`config.mk`:
```
export PLATFORM = sky130hd
export DESIGN_NAME = cpr_config_regs
export DESIGN_NICKNAME = d
export VERILOG_FILES = /design/src/rtl/cpr_pkg.sv /design/src/rtl/cpr_links.sv /design/src/rtl/cpr_serial_front.sv /design/src/rtl/cpr_fb_divider.sv /design/src/rtl/cpr_config_regs.sv
export SDC_FILE = /design/constraint.sdc
export NUM_CORES = 1
export LEC_CHECK = 0
export ABC_AREA = 1
export BUFFER_PORTS_ARGS = -buffer_cell sky130_fd_sc_hd__buf_4
export CORE_MARGIN = 1.5
export CORE_UTILIZATION = 45
export CTS_BUF_LIST = sky130_fd_sc_hd__clkbuf_2
export DETAILED_ROUTE_END_ITERATION = 12
export PLACE_DENSITY = 0.61
export SETUP_SLACK_MARGIN = 0.2
export SYNTH_ARGS = -nofsm -noshare
export SYNTH_HDL_FRONTEND = slang
export SYNTH_SLANG_ARGS = --single-unit
```
`constraint.sdc`:
```
create_clock -name clk -period 2.2 [get_ports clk]
set_clock_uncertainty 0.05 [all_clocks]
set_input_delay 0.22 -clock clk [delete_from_list [all_inputs] [get_ports clk]]
set_output_delay 0.22 -clock clk [all_outputs]
set_load 0.03 [all_outputs]
```
`src/rtl/cpr_pkg.sv`:
```
// Package: offsets, reset values, codes and frame constants of the clock/power config bank
package cpr_pkg;

  // Serial frame layout: one read/write bit, address, then one data byte
  localparam int unsigned ADDR_W     = 15;
  localparam int unsigned DATA_W     = 8;
  localparam logic [4:0]  HDR_LAST   = 5'h0F;   // Count value of the sixteenth header bit
  localparam logic [4:0]  DATA_LAST  = 5'h07;   // Count value of the eighth data bit

  // Register offsets
  localparam logic [14:0] OFS_POWER_MODE_SELECT = 15'h0037;
  localparam logic [14:0] OFS_TIMESTAMP_CTRL    = 15'h003B;
  localparam logic [14:0] OFS_REF_OUTPUT_CTRL   = 15'h003C;
  localparam logic [14:0] OFS_SYNTH_FB_DIV_CTRL = 15'h003D;

  // Values after reset, and the value read back from unmapped offsets
  localparam logic [7:0]  RST_POWER_MODE_SELECT = 8'h4B;
  localparam logic [7:0]  RST_TIMESTAMP_CTRL    = 8'h00;
  localparam logic [7:0]  RST_REF_OUTPUT_CTRL   = 8'h01;
  localparam logic [7:0]  RST_SYNTH_FB_DIV_CTRL = 8'h00;
  localparam logic [7:0]  UNMAPPED_READ         = 8'h00;

  // Power mode codes
  localparam logic [7:0]  PM_LOW_POWER = 8'h46;
  localparam logic [7:0]  PM_HIGH_PERF = 8'h4B;

  // Field positions
  localparam int unsigned TS_RECV_EN_BIT = 0;
  localparam int unsigned TS_PECL_BIT    = 1;
  localparam int unsigned REF_OUT_EN_BIT = 0;
  localparam int unsigned FIRST_DIV_LSB  = 0;
  localparam int unsigned SECOND_DIV_LSB = 2;

  // Frame sequencer states
  typedef enum logic [3:0] {
    CPR_IDLE = 4'b0001,
    CPR_HDR  = 4'b0010,
    CPR_DATA = 4'b0100,
    CPR_DONE = 4'b1000
  } cpr_frame_t;

  // First divider ratio; zero marks the reserved code and stops the chain
  function automatic logic [2:0] cpr_first_ratio(input logic [1:0] code);
    case (code)
      2'h0:    cpr_first_ratio = 3'h5;
      2'h1:    cpr_first_ratio = 3'h4;
      2'h2:    cpr_first_ratio = 3'h3;
      default: cpr_first_ratio = 3'h0;
    endcase
  endfunction

  // Second divider ratio; zero marks the reserved code
  function automatic logic [2:0] cpr_second_ratio(input logic [1:0] code);
    case (code)
      2'h0:    cpr_second_ratio = 3'h1;
      2'h1:    cpr_second_ratio = 3'h2;
      2'h2:    cpr_second_ratio = 3'h4;
      default: cpr_second_ratio = 3'h0;
    endcase
  endfunction

endpackage

```
`src/rtl/cpr_links.sv`:
```
// Interfaces between the config bank and its serial front end and divider chain
interface cpr_ser_if;
  logic sel;
  logic bit_in;
  logic rise;
  logic fall;
  modport front (output sel, output bit_in, output rise, output fall);
  modport core  (input sel, input bit_in, input rise, input fall);
endinterface

interface cpr_div_if;
  logic [1:0] first_code;
  logic [1:0] second_code;
  logic       hold;
  logic       first_tick;
  logic       second_tick;
  modport ctrl (output first_code, output second_code, output hold, input first_tick, input second_tick);
  modport div  (input first_code, input second_code, input hold, output first_tick, output second_tick);
endinterface

```
`src/rtl/cpr_serial_front.sv`:
```
// Serial port front end: samples pins, makes clock edge strobes
module cpr_serial_front (
  input  wire logic clk,
  input  wire logic srst,
  input  wire logic sclk,
  input  wire logic sen_n,
  input  wire logic sdi,
  cpr_ser_if.front  ser
);
  typedef struct packed {
    logic sclk_q;
    logic sel;
    logic bit_in;
    logic rise;
    logic fall;
  } cpr_front_t;

  cpr_front_t q;
  cpr_front_t next_q;

  // Edges are found against the last sample so each strobe lasts one cycle
  always_comb begin
    next_q        = q;
    next_q.sclk_q = sclk;
    next_q.sel    = ~sen_n;
    next_q.bit_in = sdi;
    next_q.rise   = sclk & ~q.sclk_q;
    next_q.fall   = ~sclk & q.sclk_q;
  end

  always_ff @(posedge clk) begin
    if (srst) begin
      q <= '0;
    end else begin
      q <= next_q;
    end
  end

  assign ser.sel    = q.sel;
  assign ser.bit_in = q.bit_in;
  assign ser.rise   = q.rise;
  assign ser.fall   = q.fall;
endmodule

```
`src/rtl/cpr_fb_divider.sv`:
```
// Synthesizer feedback chain: first divider feeding the second
module cpr_fb_divider
  import cpr_pkg::*;
(
  input  wire logic clk,
  input  wire logic srst,
  cpr_div_if.div    dv
);
  typedef struct packed {
    logic [2:0] first_cnt;
    logic [2:0] second_cnt;
    logic       first_tick;
    logic       second_tick;
  } cpr_div_t;

  cpr_div_t   q;
  cpr_div_t   next_q;
  logic [2:0] first_ratio;
  logic [2:0] second_ratio;

  assign first_ratio  = cpr_first_ratio(dv.first_code);
  assign second_ratio = cpr_second_ratio(dv.second_code);

  // Synth reset or a reserved code parks both counters, no ticks
  always_comb begin
    next_q             = q;
    next_q.first_tick  = 1'b0;
    next_q.second_tick = 1'b0;
    if (dv.hold || first_ratio == 3'h0 || second_ratio == 3'h0) begin
      next_q.first_cnt  = 3'h0;
      next_q.second_cnt = 3'h0;
    end else if (q.first_cnt == first_ratio - 3'h1) begin
      next_q.first_cnt  = 3'h0;
      next_q.first_tick = 1'b1;
      // First stage output is the only input of the second
      if (q.second_cnt == second_ratio - 3'h1) begin
        next_q.second_cnt  = 3'h0;
        next_q.second_tick = 1'b1;
      end else begin
        next_q.second_cnt = q.second_cnt + 3'h1;
      end
    end else begin
      next_q.first_cnt = q.first_cnt + 3'h1;
    end
  end

  always_ff @(posedge clk) begin
    if (srst) begin
      q <= '0;
    end else begin
      q <= next_q;
    end
  end

  assign dv.first_tick  = q.first_tick;
  assign dv.second_tick = q.second_tick;
endmodule

```
`src/rtl/cpr_config_regs.sv`:
```
// Clock and power configuration register bank behind the serial control port
module cpr_config_regs
  import cpr_pkg::*;
(
  input  wire logic clk,
  input  wire logic srst,
  input  wire logic sclk,
  input  wire logic sen_n,
  input  wire logic sdi,
  output logic      sdo,
  output logic      sdo_oe,
  input  wire logic synth_enable,
  input  wire logic synth_reset,
  output logic      power_mode_low,
  output logic      power_mode_high,
  output logic      power_mode_reserved,
  output logic      timestamp_input_enable,
  output logic      timestamp_pecl_termination,
  output logic      synth_ref_clock_output_en,
  output logic      first_div_reserved,
  output logic      second_div_reserved,
  output logic      fb_div_tick,
  output logic      sample_clk_tick
);
  typedef struct packed {
    cpr_frame_t  st;
    logic [4:0]  cnt;
    logic        rd;
    logic [14:0] addr;
    logic [7:0]  dbuf;
    logic        sdo;
    logic        sdo_oe;
    logic [7:0]  power_mode_select_reg;
    logic [7:0]  timestamp_input_ctrl;
    logic [7:0]  ref_output_ctrl;
    logic [7:0]  synth_feedback_div_ctrl;
    logic        pm_low;
    logic        pm_high;
    logic        pm_rsvd;
    logic        ts_en;
    logic        ts_pecl;
    logic        ref_en;
    logic        first_rsvd;
    logic        second_rsvd;
    logic        fb_tick;
    logic        smp_tick;
  } cpr_regs_t;

  localparam cpr_regs_t RESET_STATE = '{
    st:                      CPR_IDLE,
    cnt:                     5'h00,
    rd:                      1'b0,
    addr:                    15'h0000,
    dbuf:                    8'h00,
    sdo:                     1'b0,
    sdo_oe:                  1'b0,
    power_mode_select_reg:   RST_POWER_MODE_SELECT,
    timestamp_input_ctrl:    RST_TIMESTAMP_CTRL,
    ref_output_ctrl:         RST_REF_OUTPUT_CTRL,
    synth_feedback_div_ctrl: RST_SYNTH_FB_DIV_CTRL,
    pm_low:                  1'b0,
    pm_high:                 1'b1,
    pm_rsvd:                 1'b0,
    ts_en:                   1'b0,
    ts_pecl:                 1'b0,
    ref_en:                  1'b0,
    first_rsvd:              1'b0,
    second_rsvd:             1'b0,
    fb_tick:                 1'b0,
    smp_tick:                1'b0
  };

  cpr_regs_t  q;
  cpr_regs_t  next_q;
  logic [7:0] rdata;
  logic [7:0] wdata;

  cpr_ser_if ser ();
  cpr_div_if dv ();

  // Pin sampling and edge strobes
  cpr_serial_front u_front (
    .clk   (clk),
    .srst  (srst),
    .sclk  (sclk),
    .sen_n (sen_n),
    .sdi   (sdi),
    .ser   (ser)
  );

  // Feedback divider chain, parked while synth reset is held
  cpr_fb_divider u_div (
    .clk  (clk),
    .srst (srst),
    .dv   (dv)
  );

  // Divider codes come straight from the stored register
  assign dv.first_code  = q.synth_feedback_div_ctrl[FIRST_DIV_LSB +: 2];
  assign dv.second_code = q.synth_feedback_div_ctrl[SECOND_DIV_LSB +: 2];
  // Reset pin is the host's lever for safe divider changes
  assign dv.hold        = synth_reset;

  // Byte completed by the eighth data bit
  assign wdata = {q.dbuf[6:0], ser.bit_in};

  // Read mux; unmapped offsets answer zero rather than stale bus data
  always_comb begin
    case (q.addr)
      OFS_POWER_MODE_SELECT: rdata = q.power_mode_select_reg;
      OFS_TIMESTAMP_CTRL:    rdata = q.timestamp_input_ctrl;
      OFS_REF_OUTPUT_CTRL:   rdata = q.ref_output_ctrl;
      OFS_SYNTH_FB_DIV_CTRL: rdata = q.synth_feedback_div_ctrl;
      default:               rdata = UNMAPPED_READ;
    endcase
  end

  // Frame sequencer, register writes and registered decode of the fields
  always_comb begin
    next_q          = q;
    next_q.fb_tick  = dv.first_tick;
    next_q.smp_tick = dv.second_tick;
    if (!ser.sel) begin
      // Deselect aborts any partial frame; a short frame writes nothing
      next_q.st     = CPR_IDLE;
      next_q.cnt    = 5'h00;
      next_q.sdo_oe = 1'b0;
    end else begin
      case (q.st)
        CPR_IDLE: begin
          next_q.st  = CPR_HDR;
          next_q.cnt = 5'h00;
        end
        CPR_HDR: begin
          if (ser.rise) begin
            // First header bit is the read flag, then address MSB first
            if (q.cnt == 5'h00) begin
              next_q.rd = ser.bit_in;
            end else begin
              next_q.addr = {q.addr[13:0], ser.bit_in};
            end
            if (q.cnt == HDR_LAST) begin
              next_q.st  = CPR_DATA;
              next_q.cnt = 5'h00;
            end else begin
              next_q.cnt = q.cnt + 5'h01;
            end
          end
        end
        CPR_DATA: begin
          // Read data leaves on falling edges so the host samples on rising
          if (ser.fall && q.rd) begin
            next_q.sdo    = rdata[3'h7 - q.cnt[2:0]];
            next_q.sdo_oe = 1'b1;
          end
          if (ser.rise) begin
            next_q.dbuf = wdata;
            if (q.cnt == DATA_LAST) begin
              next_q.st = CPR_DONE;
              if (!q.rd) begin
                // Whole byte stored, reserved bits included, so it reads back
                case (q.addr)
                  OFS_POWER_MODE_SELECT: next_q.power_mode_select_reg   = wdata;
                  OFS_TIMESTAMP_CTRL:    next_q.timestamp_input_ctrl    = wdata;
                  OFS_REF_OUTPUT_CTRL:   next_q.ref_output_ctrl         = wdata;
                  OFS_SYNTH_FB_DIV_CTRL: next_q.synth_feedback_div_ctrl = wdata;
                  default:               next_q.dbuf                    = wdata;
                endcase
              end
            end else begin
              next_q.cnt = q.cnt + 5'h01;
            end
          end
        end
        CPR_DONE: begin
          // Extra clocks are ignored; no address auto-increment
          next_q.st = CPR_DONE;
        end
        default: begin
          next_q.st = CPR_IDLE;
        end
      endcase
    end

    // Decoded outputs follow the register in the same edge as a write
    next_q.pm_low      = next_q.power_mode_select_reg == PM_LOW_POWER;
    next_q.pm_high     = next_q.power_mode_select_reg == PM_HIGH_PERF;
    next_q.pm_rsvd     = !next_q.pm_low && !next_q.pm_high;
    next_q.ts_en       = next_q.timestamp_input_ctrl[TS_RECV_EN_BIT];
    next_q.ts_pecl     = next_q.timestamp_input_ctrl[TS_PECL_BIT];
    next_q.ref_en      = next_q.ref_output_ctrl[REF_OUT_EN_BIT] & synth_enable;
    next_q.first_rsvd  = cpr_first_ratio(next_q.synth_feedback_div_ctrl[FIRST_DIV_LSB +: 2]) == 3'h0;
    next_q.second_rsvd = cpr_second_ratio(next_q.synth_feedback_div_ctrl[SECOND_DIV_LSB +: 2]) == 3'h0;
  end

  // Reset loads the documented defaults, reference enable bit set, ref_en output flop clear until the cycle after reset
  always_ff @(posedge clk) begin
    if (srst) begin
      q <= RESET_STATE;
    end else begin
      q <= next_q;
    end
  end

  // Every output is a flop of the state record
  assign sdo                        = q.sdo;
  assign sdo_oe                     = q.sdo_oe;
  assign power_mode_low             = q.pm_low;
  assign power_mode_high            = q.pm_high;
  assign power_mode_reserved        = q.pm_rsvd;
  assign timestamp_input_enable     = q.ts_en;
  assign timestamp_pecl_termination = q.ts_pecl;
  assign synth_ref_clock_output_en  = q.ref_en;
  assign first_div_reserved         = q.first_rsvd;
  assign second_div_reserved        = q.second_rsvd;
  assign fb_div_tick                = q.fb_tick;
  assign sample_clk_tick            = q.smp_tick;
endmodule

```
==> Word level (Yosys, flattened, before mapping) <==
Index checks and enable logic that the tools add are counted.
{ "op_classes": {"n_lt_le_gt_ge": 1, "muxes": 29, "n_reduce_logical": 30, "bitwise": 10, "eq_ne": 27, "addsub": 6} }
{ "op_table": {"columns": ["op", "n"], "rows": [
  ["two-way mux 32 bit", 5],
  ["equality test 15 x 6 -> 1 bit (second input constant)", 4],
  ["case mux 3 bit (3 select lines)", 4],
  ["two-way mux 8 bit", 4],
  ["case mux 8 bit (4 select lines)", 1],
  ["two-way mux 25 bit", 1],
  ["AND reduction 6 bit", 3],
  ["equality test 8 x 7 -> 1 bit (second input constant)", 2],
  ["case mux 4 bit (4 select lines)", 1],
  ["AND reduction 4 bit", 4],
  ["two-way mux 15 bit", 1],
  ["case mux 5 bit (3 select lines)", 1],
  ["zero test 3 bit", 4],
  ["two-way mux 5 bit", 2],
  ["two-way mux 9 bit", 1],
  ["equality test 2 x 1 -> 1 bit (second input constant)", 4],
  ["equality test 2 bit (second input constant)", 4],
  ["zero test 2 bit", 4],
  ["two-way mux 4 bit", 2],
  ["inverter 1 bit", 7],
  ["adder 3 x 1 -> 3 bit (second input constant)", 2],
  ["equality test 3 bit", 2],
  ["!= test 2 bit (second input constant)", 3],
  ["AND reduction 3 bit", 2],
  ["other kinds (24)", 35]
]} }
{ "totals": {"regBits": 90, "input_bits": 7, "elab_cells": 136} }

==> Depth between registers and ports, before layout <==
Gate-level depths: netlist of the first run.
{ "depth": {"ltp_word": 10, "mapped_depth": 15, "depth_no_buf": 14} }

==> Hierarchy <==
From an unflattened synthesis of the first run, not the netlist that was laid out.
{ "hier_totals": {"hier_cells": 562, "area_unflattened_um2": 4023.9} }
{ "modules_own_cells": {"columns": ["module", "instances", "cells_per_inst", "area_each_um2"], "rows": [
  ["cpr_config_regs", 1, 462, 3335.7],
  ["cpr_fb_divider", 1, 86, 551.8],
  ["cpr_serial_front", 1, 14, 136.4]
]} }

==> Worst setup path after synthesis of the first run <==
Ideal clock, no wire load.
{ "synth_path": {"path_kind": "reg2reg", "start": "register q[68] (netlist name)", "end": "register q, in the netlist power_mode_reserved", "period_less_slack_ns": 1.955, "slack_ns": 0.245, "path_stages_with_launch": 14, "arrival_ns": 1.792, "setup_time_ns": 0.113, "path_cell_list": "dfxtp_1 ha_1 nand2_2 nor3_2 nand2_1 nor2_8 nand2_4 buf_6 nand2_1 o21ai_2 nor3_2 inv_1 nor2_1 nor2_1"} }
{ "synth_between": {"elab_chain_len": 8, "elab_cells_between_ends": 10, "classes_between": "eq/ne: 3; mux: 4; reduce/logical: 3"} }
{ "synth_rtl": {"columns": ["item", "line_no", "rtl"], "rows": [
  ["from (decl)", "cpr_config_regs.sv:73", "cpr_regs_t q;"],
  ["from (signal assigned)", "cpr_config_regs.sv:201", "q <= next_q;"],
  ["equality test 5 x 3 -> 1 bit *", "cpr_config_regs.sv:158", "if (q.cnt == DATA_LAST) begin"],
  ["two-way mux 32 bit *", "cpr_config_regs.sv:158", null],
  ["two-way mux 32 bit *", "cpr_config_regs.sv:156", "if (ser.rise) begin"],
  ["two-way mux 32 bit *", "cpr_config_regs.sv:129", "case (q.st)"],
  ["two-way mux 32 bit *", "cpr_config_regs.sv:123", "if (!ser.sel) begin"],
  ["equality test 8 x 7 -> 1 bit, on equally long branches", "cpr_config_regs.sv:186, cpr_config_regs.sv:187", null],
  ["zero test 1 bit", "cpr_config_regs.sv:188", "next_q.pm_rsvd = !next_q.pm_low && !next_q.pm_high;"],
  ["logical AND 1 bit *", "cpr_config_regs.sv:188", null]
]} }
Every way passes the cells marked *; elsewhere a longest branch is shown, timed or not.
A chain may end at the register's enable or synchronous reset.

==> Worst setup path in the final report of the first run <==
{ "layout_path": {"start": "register q[69] (netlist name)", "end": "register q, in the netlist power_mode_reserved"} }
The elaborated chain is that of the path after synthesis.

==> flow_metrics.py, run 1 <==
metrics = {
    "sta": {
        "period_minus_slack_ns": 1.91,
        "rsz0062_at_grt": "yes",
        "finalSetupViolCount": 0,
        "fmax_mhz": 522,
        "slew_violations": 0,
        "holdWs_ns": 0.382,
        "hold_viol": 0,
        "worst_pin_slew_ns": 0.432,
        "post-route-period-util": 0.870,
        "tns_ns": 0,
        "max_slew_margin": 0.710,
    },
    "detailed_routing": {
        "wl_per_cell_um": 12.8,
        "vias": 3378,
        "viasPerCell": 4.99,
        "drc": 0,
        "firstDrtPassIters": 4,
        "wirelength_um": 8670,
        "ant_nets": 0,
        "drt_iter0_markers": 145,
    },
    "power_and_ir_drop": {
        "p_leak_nw": 2.07,
        "power_density_nw_per_um2": 556,
        "p_switching_w": 0.000607,
        "seq_power_share": 0.640,
        "pwr-share-comb": 0.036,
        "power_frac_clock": 0.324,
        "p_int_w": 0.00189,
        "swShare": 0.243,
        "peakVddDrop_mv": 0.324,
    },
    "worst_hold_path": {
        "hold_path_end": "fb_div_tick$_SDFF_PP0_",
        "min_path_cells": 2,
        "hold_path.startpoint": "u_div.dv.first_tick$_SDFF_PP0_",
        "hp-class": "flop to flop",
    },
    "run_status": {
        "status": "finished clean",
    },
    "global_routing": {
        "grt_pass1_wl_um": 14300,
        "grt.overflow.total": 0,
        "grt_use_total": 0.205,
        "grt_pass1_vias": 3069,
        "antenna_found_initial": 0,
        "grt_max_degree": 28,
    },
    "finish": {
        "insertedDiodeCount": 0,
        "area_growth_pct": 16.1,
        "layout_common_cells": "nor2_1, dfxtp_1, nand2_1",
        "final_common_cell": "nor2_1",
        "drive_gt1_frac": 0.173,
        "fin_nets": 584,
        "fill_cells": 829,
    },
    "placement": {
        "io_buffer_count": 18,
        "place.gp.congestion": 0.891,
        "dp_hpwl_um": 6380,
    },
    "logic_synthesis": {
        "ys.warnings.count": 0,
        "synthesis.nets": 541,
        "seq_area_frac_synth": 0.450,
        "synth_edf_count": 0,
        "synth-seq-cells": 87,
        "synthDistinctLibCells": 34,
        "netlist_area_sq_um": 3870,
        "ys_async_sr_fraction": 0,
        "syn_area_per_cell_sq_um": 7.38,
        "syn_inst": 524,
        "ys.flop_type": "dfxtp_1",
    },
    "floorplan": {
        "die_x_um": 95.7,
        "dieHeight_um": 95.7,
        "num_rows": 33,
        "start_util": 0.468,
        "pin_count": 19,
        "core_sq_um": 8260,
        "die-area_sq_um": 9160,
    },
    "worst_setup_path": {
        "ff2ff_setup_slack_ns": 0.29,
        "worst_setup_path_end_kind": "flop",
        "crit_path_start_kind": "flop",
        "crit_fanout": 8,
        "required_ns": 2.59,
        "r2r_start": "q[69]$_SDFFE_PP0P_",
        "ff2ff_path_depth": 12,
        "critical_path_class": "flop to flop",
        "r2r-end": "power_mode_reserved$_SDFF_PP0_",
        "crit_start": "q[69]$_SDFFE_PP0P_",
        "critPathArrivalTime_ns": 2.31,
    },
    "clocking": {
        "cts.sinks": 87,
        "cts_tree": "built",
        "clk_latency_ns": 0.54,
        "clkTransAtPathRegs_ns": 0.21,
        "clk_path_buf_depth": 2,
        "cts_root_buf": "clkbuf_2",
        "htreeDepth": 3,
        "cts_made_buffers": 9,
    },
    "flow_run": {
        "maxCapViolCount": 0,
    },
}
## per-layer routing
layer,up-vias,routed length [um],GRT usage,share of wire
li1,1771,-,-,-
met1,1542,4130,0.270,0.48
met2,50,4050,0.332,0.47
met3,15,329,0.0474,0.038
met4,0,159,0.0650,0.018
met5,-,0,0,0
## sequential cells by signal, indices dropped and copies added (netlist names)
signal,flops
u_front.ser.rise,1
first_div_reserved,1
q,60
u_div.dv.first_tick,1
power_mode_reserved,1
u_front.ser.sel,1
u_div.dv.second_tick,1
fb_div_tick,1
sample_clk_tick,1
dv.second_code,2
u_front.ser.bit_in,1
u_front.q,1
power_mode_high,1
sdo,1
u_front.ser.fall,1
power_mode_low,1
second_div_reserved,1
dv.first_code,2
sdo_oe,1
synth_ref_clock_output_en,1
u_div.q,6
## per-stage QoR
stage           util  instances  setup WS (ns)  total power [W]  cell area [sq um]
5_1_grt        0.544        677          0.130          0.00261               4490
3_5_place_dp   0.506        647          0.101          0.00171               4180
4_1_cts        0.531        671          0.208          0.00253               4390
3_3_place_gp   0.506        647          0.149          0.00171               4180
2_1_floorplan      -        524          0.245          0.00168               3870
6_report       0.544        677          0.285          0.00250               4490
## power groups by stage
stage	registers [W]	logic [W]	clock network (W)
CTS	0.00160	0.0000893	0.000843
global placement	0.00163	0.0000764	0
floorplan	0.00163	0.0000507	0
finish	0.00160	0.0000899	0.000809
global route	0.00160	0.000101	0.000901
detailed placement	0.00163	0.0000781	0
## worst max-delay path by stage
stage          slack, ns                              to
2_1_floorplan       0.25  power_mode_reserved$_SDFF_PP0_
5_1_grt             0.13  second_div_reserved$_SDFF_PP0_
6_report            0.29  power_mode_reserved$_SDFF_PP0_
3_3_place_gp        0.15  power_mode_reserved$_SDFF_PP0_
4_1_cts             0.21              q[68]$_SDFFE_PP0P_
3_5_place_dp        0.10  power_mode_reserved$_SDFF_PP0_
## Yosys cell counts, types with 2 or more instances
| cell | count | share of area |
|---|---|---|
| nor2_1 | 88 | 0.085 |
| dfxtp_1 | 87 | 0.45 |
| nand2_1 | 77 | 0.075 |
| inv_1 | 63 | 0.061 |
| o21ai_0 | 54 | 0.070 |
| a21oi_1 | 40 | 0.052 |
| nand3_1 | 29 | 0.038 |
| ha_1 | 10 | 0.032 |
| clkbuf_1 | 9 | 0.0087 |
| nor3_1 | 9 | 0.012 |
| nor3_2 | 6 | 0.016 |
| xnor2_1 | 6 | 0.014 |
| a211oi_1 | 5 | 0.0097 |
| inv_2 | 5 | 0.0049 |
| o21ai_2 | 5 | 0.011 |
| buf_2 | 4 | 0.0052 |
| nand2_2 | 3 | 0.0049 |
| nand4_1 | 3 | 0.0049 |
| nor2_2 | 3 | 0.0049 |
| nand2_4 | 2 | 0.0058 |
| nor4_1 | 2 | 0.0032 |
| o21ai_1 | 2 | 0.0026 |
## area by class of cell
type / instances / area (sq um) / share of cell area
Multi-Input combinational cell: 355 / 1870 / 0.416
Sequential cell: 87 / 1750 / 0.390
Timing Repair Buffer: 46 / 369 / 0.0822
Inverter: 68 / 255 / 0.0568
Tap cell: 105 / 131 / 0.0292
Clock inverter: 7 / 72.6 / 0.0162
Clock buffer: 9 / 45.0 / 0.0100
## critical path, cell delays in order, from the launching register on
cell and delay, ns:
dfxtp_2 0.40, ha_2 0.19, nand2_2 0.08, nor3_4 0.15
nand2_2 0.11, nor2_8 0.17, nand2_8 0.09, o21ai_2 0.14
inv_1 0.06, nor3_2 0.19, inv_1 0.08, nor2_1 0.09
nor2_1 0.05
## repair_timing
action / 4_1_cts / 5_1_grt
endpoints found under the hold margin: 24 / 0
endpoints found under the setup margin: 4 / 20
pin swaps: 0 / 3
gates resized for setup: 6 / 19
gates cloned: 0 / 1
buffers inserted: 0 / 5
hold buffers: 8 / 0
## logic make-up (layout without fill, tap and decap cells)
| logic type | after synthesis | in the layout | share of synthesized area |
|---|---|---|---|
| muxes | 1 | 1 | 0.00259 |
| xor gates and xnor gates | 6 | 6 | 0.0136 |
| and+or+nand+nor | 228 | 229 | 0.266 |
| AOI/OAI and AO/OA | 109 | 109 | 0.151 |
| buffers and inverters | 83 | 130 | 0.0838 |
| adders and majority gates | 10 | 10 | 0.0323 |
| DFF | 87 | 87 | 0.450 |
Power figures use the tool's default switching activity.
==> run 2, diff against run 1 <==
- CORE_ASPECT_RATIO: default -> 0.5
==> run 2 against run 1 <==
Net effect: combinational power is 2.4% higher; via count is 0.71% higher; largest power group unchanged; core utilization is 2.4 points higher.
==> flow_metrics.py, run 2 (synthesis gave the netlist of run 1 again) <==
metrics = {
    "finish": {
        "regArea_sq_um": 1750,
        "fill_cells": 809,
        "final_common_cell": "nor2_1",
        "drive_gt1_frac": 0.192,
        "multi_input_area_sq_um": 1930,
        "largest_reg_flops": 60,
        "insertedDiodeCount": 0,
        "area_growth_pct": 19.9,
        "top_register": "q",
        "largestRegisters": "q (60), u_div.q (6)",
        "fin_nets": 589,
        "layout_common_cells": "nor2_1, dfxtp_1, nand2_1",
    },
    "global_routing": {
        "grt_pass1_vias": 2995,
        "antenna_found_initial": 0,
        "grt_pass1_wl_um": 14600,
        "grt_use_total": 0.210,
        "grt.overflow.total": 0,
        "grt_max_degree": 34,
    },
    "floorplan": {
        "start_util": 0.473,
        "num_rows": 23,
        "pin_count": 19,
        "dieHeight_um": 68.6,
        "die-area_sq_um": 9200,
        "core_sq_um": 8170,
        "die_x_um": 134,
    },
    "flow_run": {
        "maxCapViolCount": 0,
    },
    "sta": {
        "period_minus_slack_ns": 2.02,
        "rsz0062_at_grt": "yes",
        "finalSetupViolCount": 0,
        "fmax_mhz": 496,
        "post-route-period-util": 0.917,
        "holdWs_ns": 0.352,
        "slew_violations": 0,
        "tns_ns": 0,
        "hold_viol": 0,
        "worst_pin_slew_ns": 0.523,
        "max_slew_margin": 0.647,
    },
    "clocking": {
        "cts.sinks": 87,
        "clk_latency_ns": 0.58,
        "clk_path_buf_depth": 2,
        "clkTransAtPathRegs_ns": 0.25,
        "htreeDepth": 3,
        "cts_made_buffers": 9,
        "cts_root_buf": "clkbuf_2",
        "cts_tree": "built",
    },
    "detailed_routing": {
        "ant_nets": 0,
        "vias": 3402,
        "drt_iter0_markers": 221,
        "firstDrtPassIters": 4,
        "wirelength_um": 9140,
        "drc": 0,
        "wl_per_cell_um": 13.3,
        "viasPerCell": 4.94,
    },
    "placement": {
        "io_buffer_count": 18,
        "place.gp.congestion": 0.917,
        "dp_hpwl_um": 6350,
    },
    "worst_setup_path": {
        "crit_path_start_kind": "flop",
        "worst_setup_path_end_kind": "flop",
        "crit_fanout": 4,
        "critical_path_class": "flop to flop",
        "critPathArrivalTime_ns": 2.45,
        "required_ns": 2.63,
    },
    "power_and_ir_drop": {
        "peakVddDrop_mv": 0.453,
        "power_density_nw_per_um2": 553,
        "p_leak_nw": 2.14,
    },
    "run_status": {
        "status": "finished clean",
    },
    "worst_hold_path": {
        "hp-class": "primary input to flop",
    },
}
-- run 2: cell types whose count changed in the layout (fill, tap and decap cells not counted), sizes merged --
cell	delta
buf	+5
clkinv	-2
inv	+2
dlygate4sd3	+1
nand2	-1
-- run 2: cell type report --
class,count,share of cell area
Timing Repair Buffer,52,0.0930
Tap cell,112,0.0302
Inverter,68,0.0556
Multi-Input combinational cell,354,0.416
Clock buffer,9,0.00971
Sequential cell,87,0.378
Clock inverter,7,0.0173
-- run 2: metal layers --
metal | vias up | routed length (um) | track usage
li1 | 1786 | - | -
met1 | 1570 | 4670 | 0.279
met2 | 40 | 4010 | 0.340
met3 | 6 | 395 | 0.0658
met4 | 0 | 57 | 0.0457
met5 | - | 0 | 0
-- run 2: path summary, 6_finish.rpt --
check                           cells after the start                             from                                   end  slack [ns]
worst max-delay path                                9               q[69]$_SDFFE_PP0P_                    q[68]$_SDFFE_PP0P_        0.18
worst min register to register                      2  u_div.dv.second_tick$_SDFF_PP0_            sample_clk_tick$_SDFF_PP0_        0.37
worst max register to register                      9               q[69]$_SDFFE_PP0P_                    q[68]$_SDFFE_PP0P_        0.18
worst min-delay path                                4                     synth_enable  synth_ref_clock_output_en$_SDFF_PP0_        0.35
-- run 2: critical path, stage by stage, from the launching register on --
cell	delay (ns)
dfxtp_4	0.42
ha_4	0.17
nand2_4	0.08
inv_1	0.04
nand2_1	0.07
inv_1	0.05
ha_1	0.18
o21ai_0	0.45
a21oi_1	0.16
a211oi_1	0.27
-- run 2: stage by stage --
stage                     instances  instance area [sq um]  utilization  total power, W  setup WS, ns
after floorplan                 524                   3870            -         0.00168         0.245
after global placement          653                   4180        0.511         0.00171         0.119
after detailed placement        653                   4180        0.511         0.00171        0.0512
after CTS                       678                   4410        0.539         0.00259         0.177
after global routing            689                   4640        0.568         0.00267        0.0811
final                           689                   4640        0.568         0.00257         0.183
-- run 2: timing repair --
item                                    4_1_cts  5_1_grt
endpoints found under the setup margin        5       26
resized for setup                             6       42
hold buffers                                  9        0
pin swaps                                     0       15
setup buffers                                 0       11
hold endpoints to repair                     25        0
-- run 2: power breakdown --
part,internal (W),switching [W]
clock,0.000279,0.000593
combinational,0.0000372,0.0000549
sequential,0.00159,0.0000106
total,0.00191,0.000659
==> run 3, diff against run 2 <==
- CORE_UTILIZATION: 45 -> 30
- PLACE_DENSITY: 0.61 -> 0.44
- SETUP_SLACK_MARGIN: 0.2 -> default
- SKIP_CTS_REPAIR_TIMING: default -> 1
==> run 3 against run 2 <==
Net effect: flip-flop and latch count stayed put; cell count increased by 8.0%; critical path depth grew 4; sequential power barely moved; die area increased by 48%; worst hold slack gained 0.016 ns; clock power is 20% higher; critical path type unchanged; critical endpoint is now power_mode_reserved$_SDFF_PP0_; largest power group unchanged; highest routed layer unchanged.
==> flow_metrics.py, run 3 (synthesis gave the netlist of run 1 again) <==
metrics = {
    "detailed_routing": {
        "wirelength_um": 9610,
        "wl_per_cell_um": 12.9,
        "firstDrtPassIters": 4,
        "drc": 0,
        "viasPerCell": 4.51,
        "ant_nets": 0,
        "vias": 3354,
        "drt_iter0_markers": 151,
    },
    "power_and_ir_drop": {
        "seq_power_share": 0.584,
        "p_leak_nw": 2.10,
        "p_int_w": 0.00212,
        "peakVddDrop_mv": 0.289,
        "p_switching_w": 0.000620,
        "pwr-share-comb": 0.034,
        "power_frac_clock": 0.382,
        "swShare": 0.226,
        "power_w": 0.00274,
        "power_density_nw_per_um2": 599,
    },
    "floorplan": {
        "core_sq_um": 12600,
        "start_util": 0.306,
        "num_rows": 29,
        "pin_count": 19,
        "dieHeight_um": 83.3,
        "die_x_um": 164,
        "die-area_sq_um": 13600,
    },
    "finish": {
        "largestRegisters": "q (60), u_div.q (6)",
        "area_growth_pct": 18.2,
        "top_register": "q",
        "drive_gt1_frac": 0.154,
        "fin_nets": 585,
        "final_common_cell": "nor2_1",
        "largest_reg_flops": 60,
        "finalInstanceArea_sq_um": 4570,
        "layout_common_cells": "nor2_1, dfxtp_1, nand2_1",
    },
    "sta": {
        "worst_pin_slew_ns": 0.550,
        "hold_viol": 0,
        "fmax_mhz": 506,
        "rsz0062_at_grt": "no",
        "finalSetupViolCount": 0,
        "slew_violations": 0,
        "max_slew_margin": 0.631,
        "tns_ns": 0,
        "period_minus_slack_ns": 1.98,
        "post-route-period-util": 0.898,
    },
    "worst_setup_path": {
        "crit_fanout": 13,
        "ff2ff_path_depth": 13,
        "critPathArrivalTime_ns": 2.41,
        "crit_path_start_kind": "flop",
        "required_ns": 2.64,
        "critical_path_class": "flop to flop",
        "r2r-end": "power_mode_reserved$_SDFF_PP0_",
        "endpoint": "power_mode_reserved$_SDFF_PP0_",
        "crit_start": "q[68]$_SDFFE_PP0P_",
        "r2r_start": "q[68]$_SDFFE_PP0P_",
        "worst_setup_path_end_kind": "flop",
        "ff2ff_setup_slack_ns": 0.22,
    },
    "placement": {
        "place.gp.congestion": 0.796,
        "dp_hpwl_um": 7050,
        "placed_cell_area_sq_um": 4280,
        "io_buffer_count": 18,
    },
    "clocking": {
        "cts.sinks": 87,
        "clk_path_buf_depth": 2,
        "cts_tree": "built",
        "cts_made_buffers": 9,
        "clkTransAtPathRegs_ns": 0.24,
        "clk_latency_ns": 0.56,
        "htreeDepth": 3,
        "cts_root_buf": "clkbuf_2",
    },
    "global_routing": {
        "grt_max_degree": 42,
        "grt.overflow.total": 0,
        "grt_pass1_vias": 3197,
        "grt_pass1_wl_um": 16400,
        "grt_use_total": 0.154,
        "antenna_found_initial": 1,
    },
    "worst_hold_path": {
        "hold_path.startpoint": "u_div.dv.first_tick$_SDFF_PP0_",
        "hp-class": "flop to flop",
    },
    "run_status": {
        "status": "finished clean",
    },
    "flow_run": {
        "maxCapViolCount": 0,
    },
}
run 3: cell types whose count changed in the layout (fill, tap and decap cells not counted), sizes merged:
cell and change:
inv -3, buf -4, clkinv +1, bufinv +2
clkinvlp -1, diode +1, clkbuf +1
run 3: power groups by stage:
| stage | registers (W) | clock network (W) | logic (W) |
|---|---|---|---|
| floorplan | 0.00163 | 0 | 0.0000507 |
| global placement | 0.00163 | 0 | 0.0000805 |
| CTS | 0.00160 | 0.00109 | 0.0000811 |
| global route | 0.00160 | 0.00115 | 0.000106 |
| finish | 0.00160 | 0.00105 | 0.0000927 |
| detailed placement | 0.00163 | 0 | 0.0000808 |
run 3: final cells by class:
cell class	count	area [sq um]
diodes	1	2.50
clock buffers	10	50.0
well taps	170	213
multi-input cells	354	1820
clock inverters	6	109
flip-flops and latches	87	1740
inverters	68	255
fillers	1389	8050
repair buffers	48	384
run 3: worst min-delay path by stage:
stage / to / depth (start not counted) / slack (ns)
6_report: fb_div_tick$_SDFF_PP0_ / 2 / 0.37
5_1_grt: synth_ref_clock_output_en$_SDFF_PP0_ / 4 / 0.35
4_1_cts: u_front.ser.sel$_SDFF_PP0_ / 2 / -0.32
3_5_place_dp: u_front.ser.sel$_SDFF_PP0_ / 2 / 0.32
3_3_place_gp: u_front.ser.sel$_SDFF_PP0_ / 2 / 0.32
2_1_floorplan: u_front.ser.sel$_SDFF_PP0_ / 1 / 0.24
run 3: through the flow:
stage                     cells  hold WS [ns]  utilization  worst slack, ns
final                       744         0.368        0.362            0.224
after global routing        744         0.352        0.362          0.00770
after CTS                   731        -0.315        0.352           0.0752
after detailed placement    715         0.323        0.339            0.159
after global placement      715         0.324        0.339            0.196
after floorplan             524         0.237            -            0.245
run 3: critical path, cell delays in order (launching register included):
cell,delay (ns)
dfxtp_2,0.38
ha_1,0.18
nand2_2,0.09
nor3_4,0.14
nand2_2,0.11
nor2_8,0.15
nand2_4,0.11
buf_4,0.18
nand2_1,0.05
o21ai_1,0.09
nor2_1,0.10
nand3b_1,0.12
nor2_1,0.12
nor2_1,0.05
run 3: layer usage:
| metal | global-route usage | vias to the layer above | part of all wire |
|---|---|---|---|
| met2 | 0.225 | 47 | 0.42 |
| met1 | 0.221 | 1512 | 0.53 |
| met3 | 0.0380 | 10 | 0.043 |
| met4 | 0.0463 | 0 | 0.012 |
| met5 | 0 | - | 0 |
| li1 | - | 1785 | - |
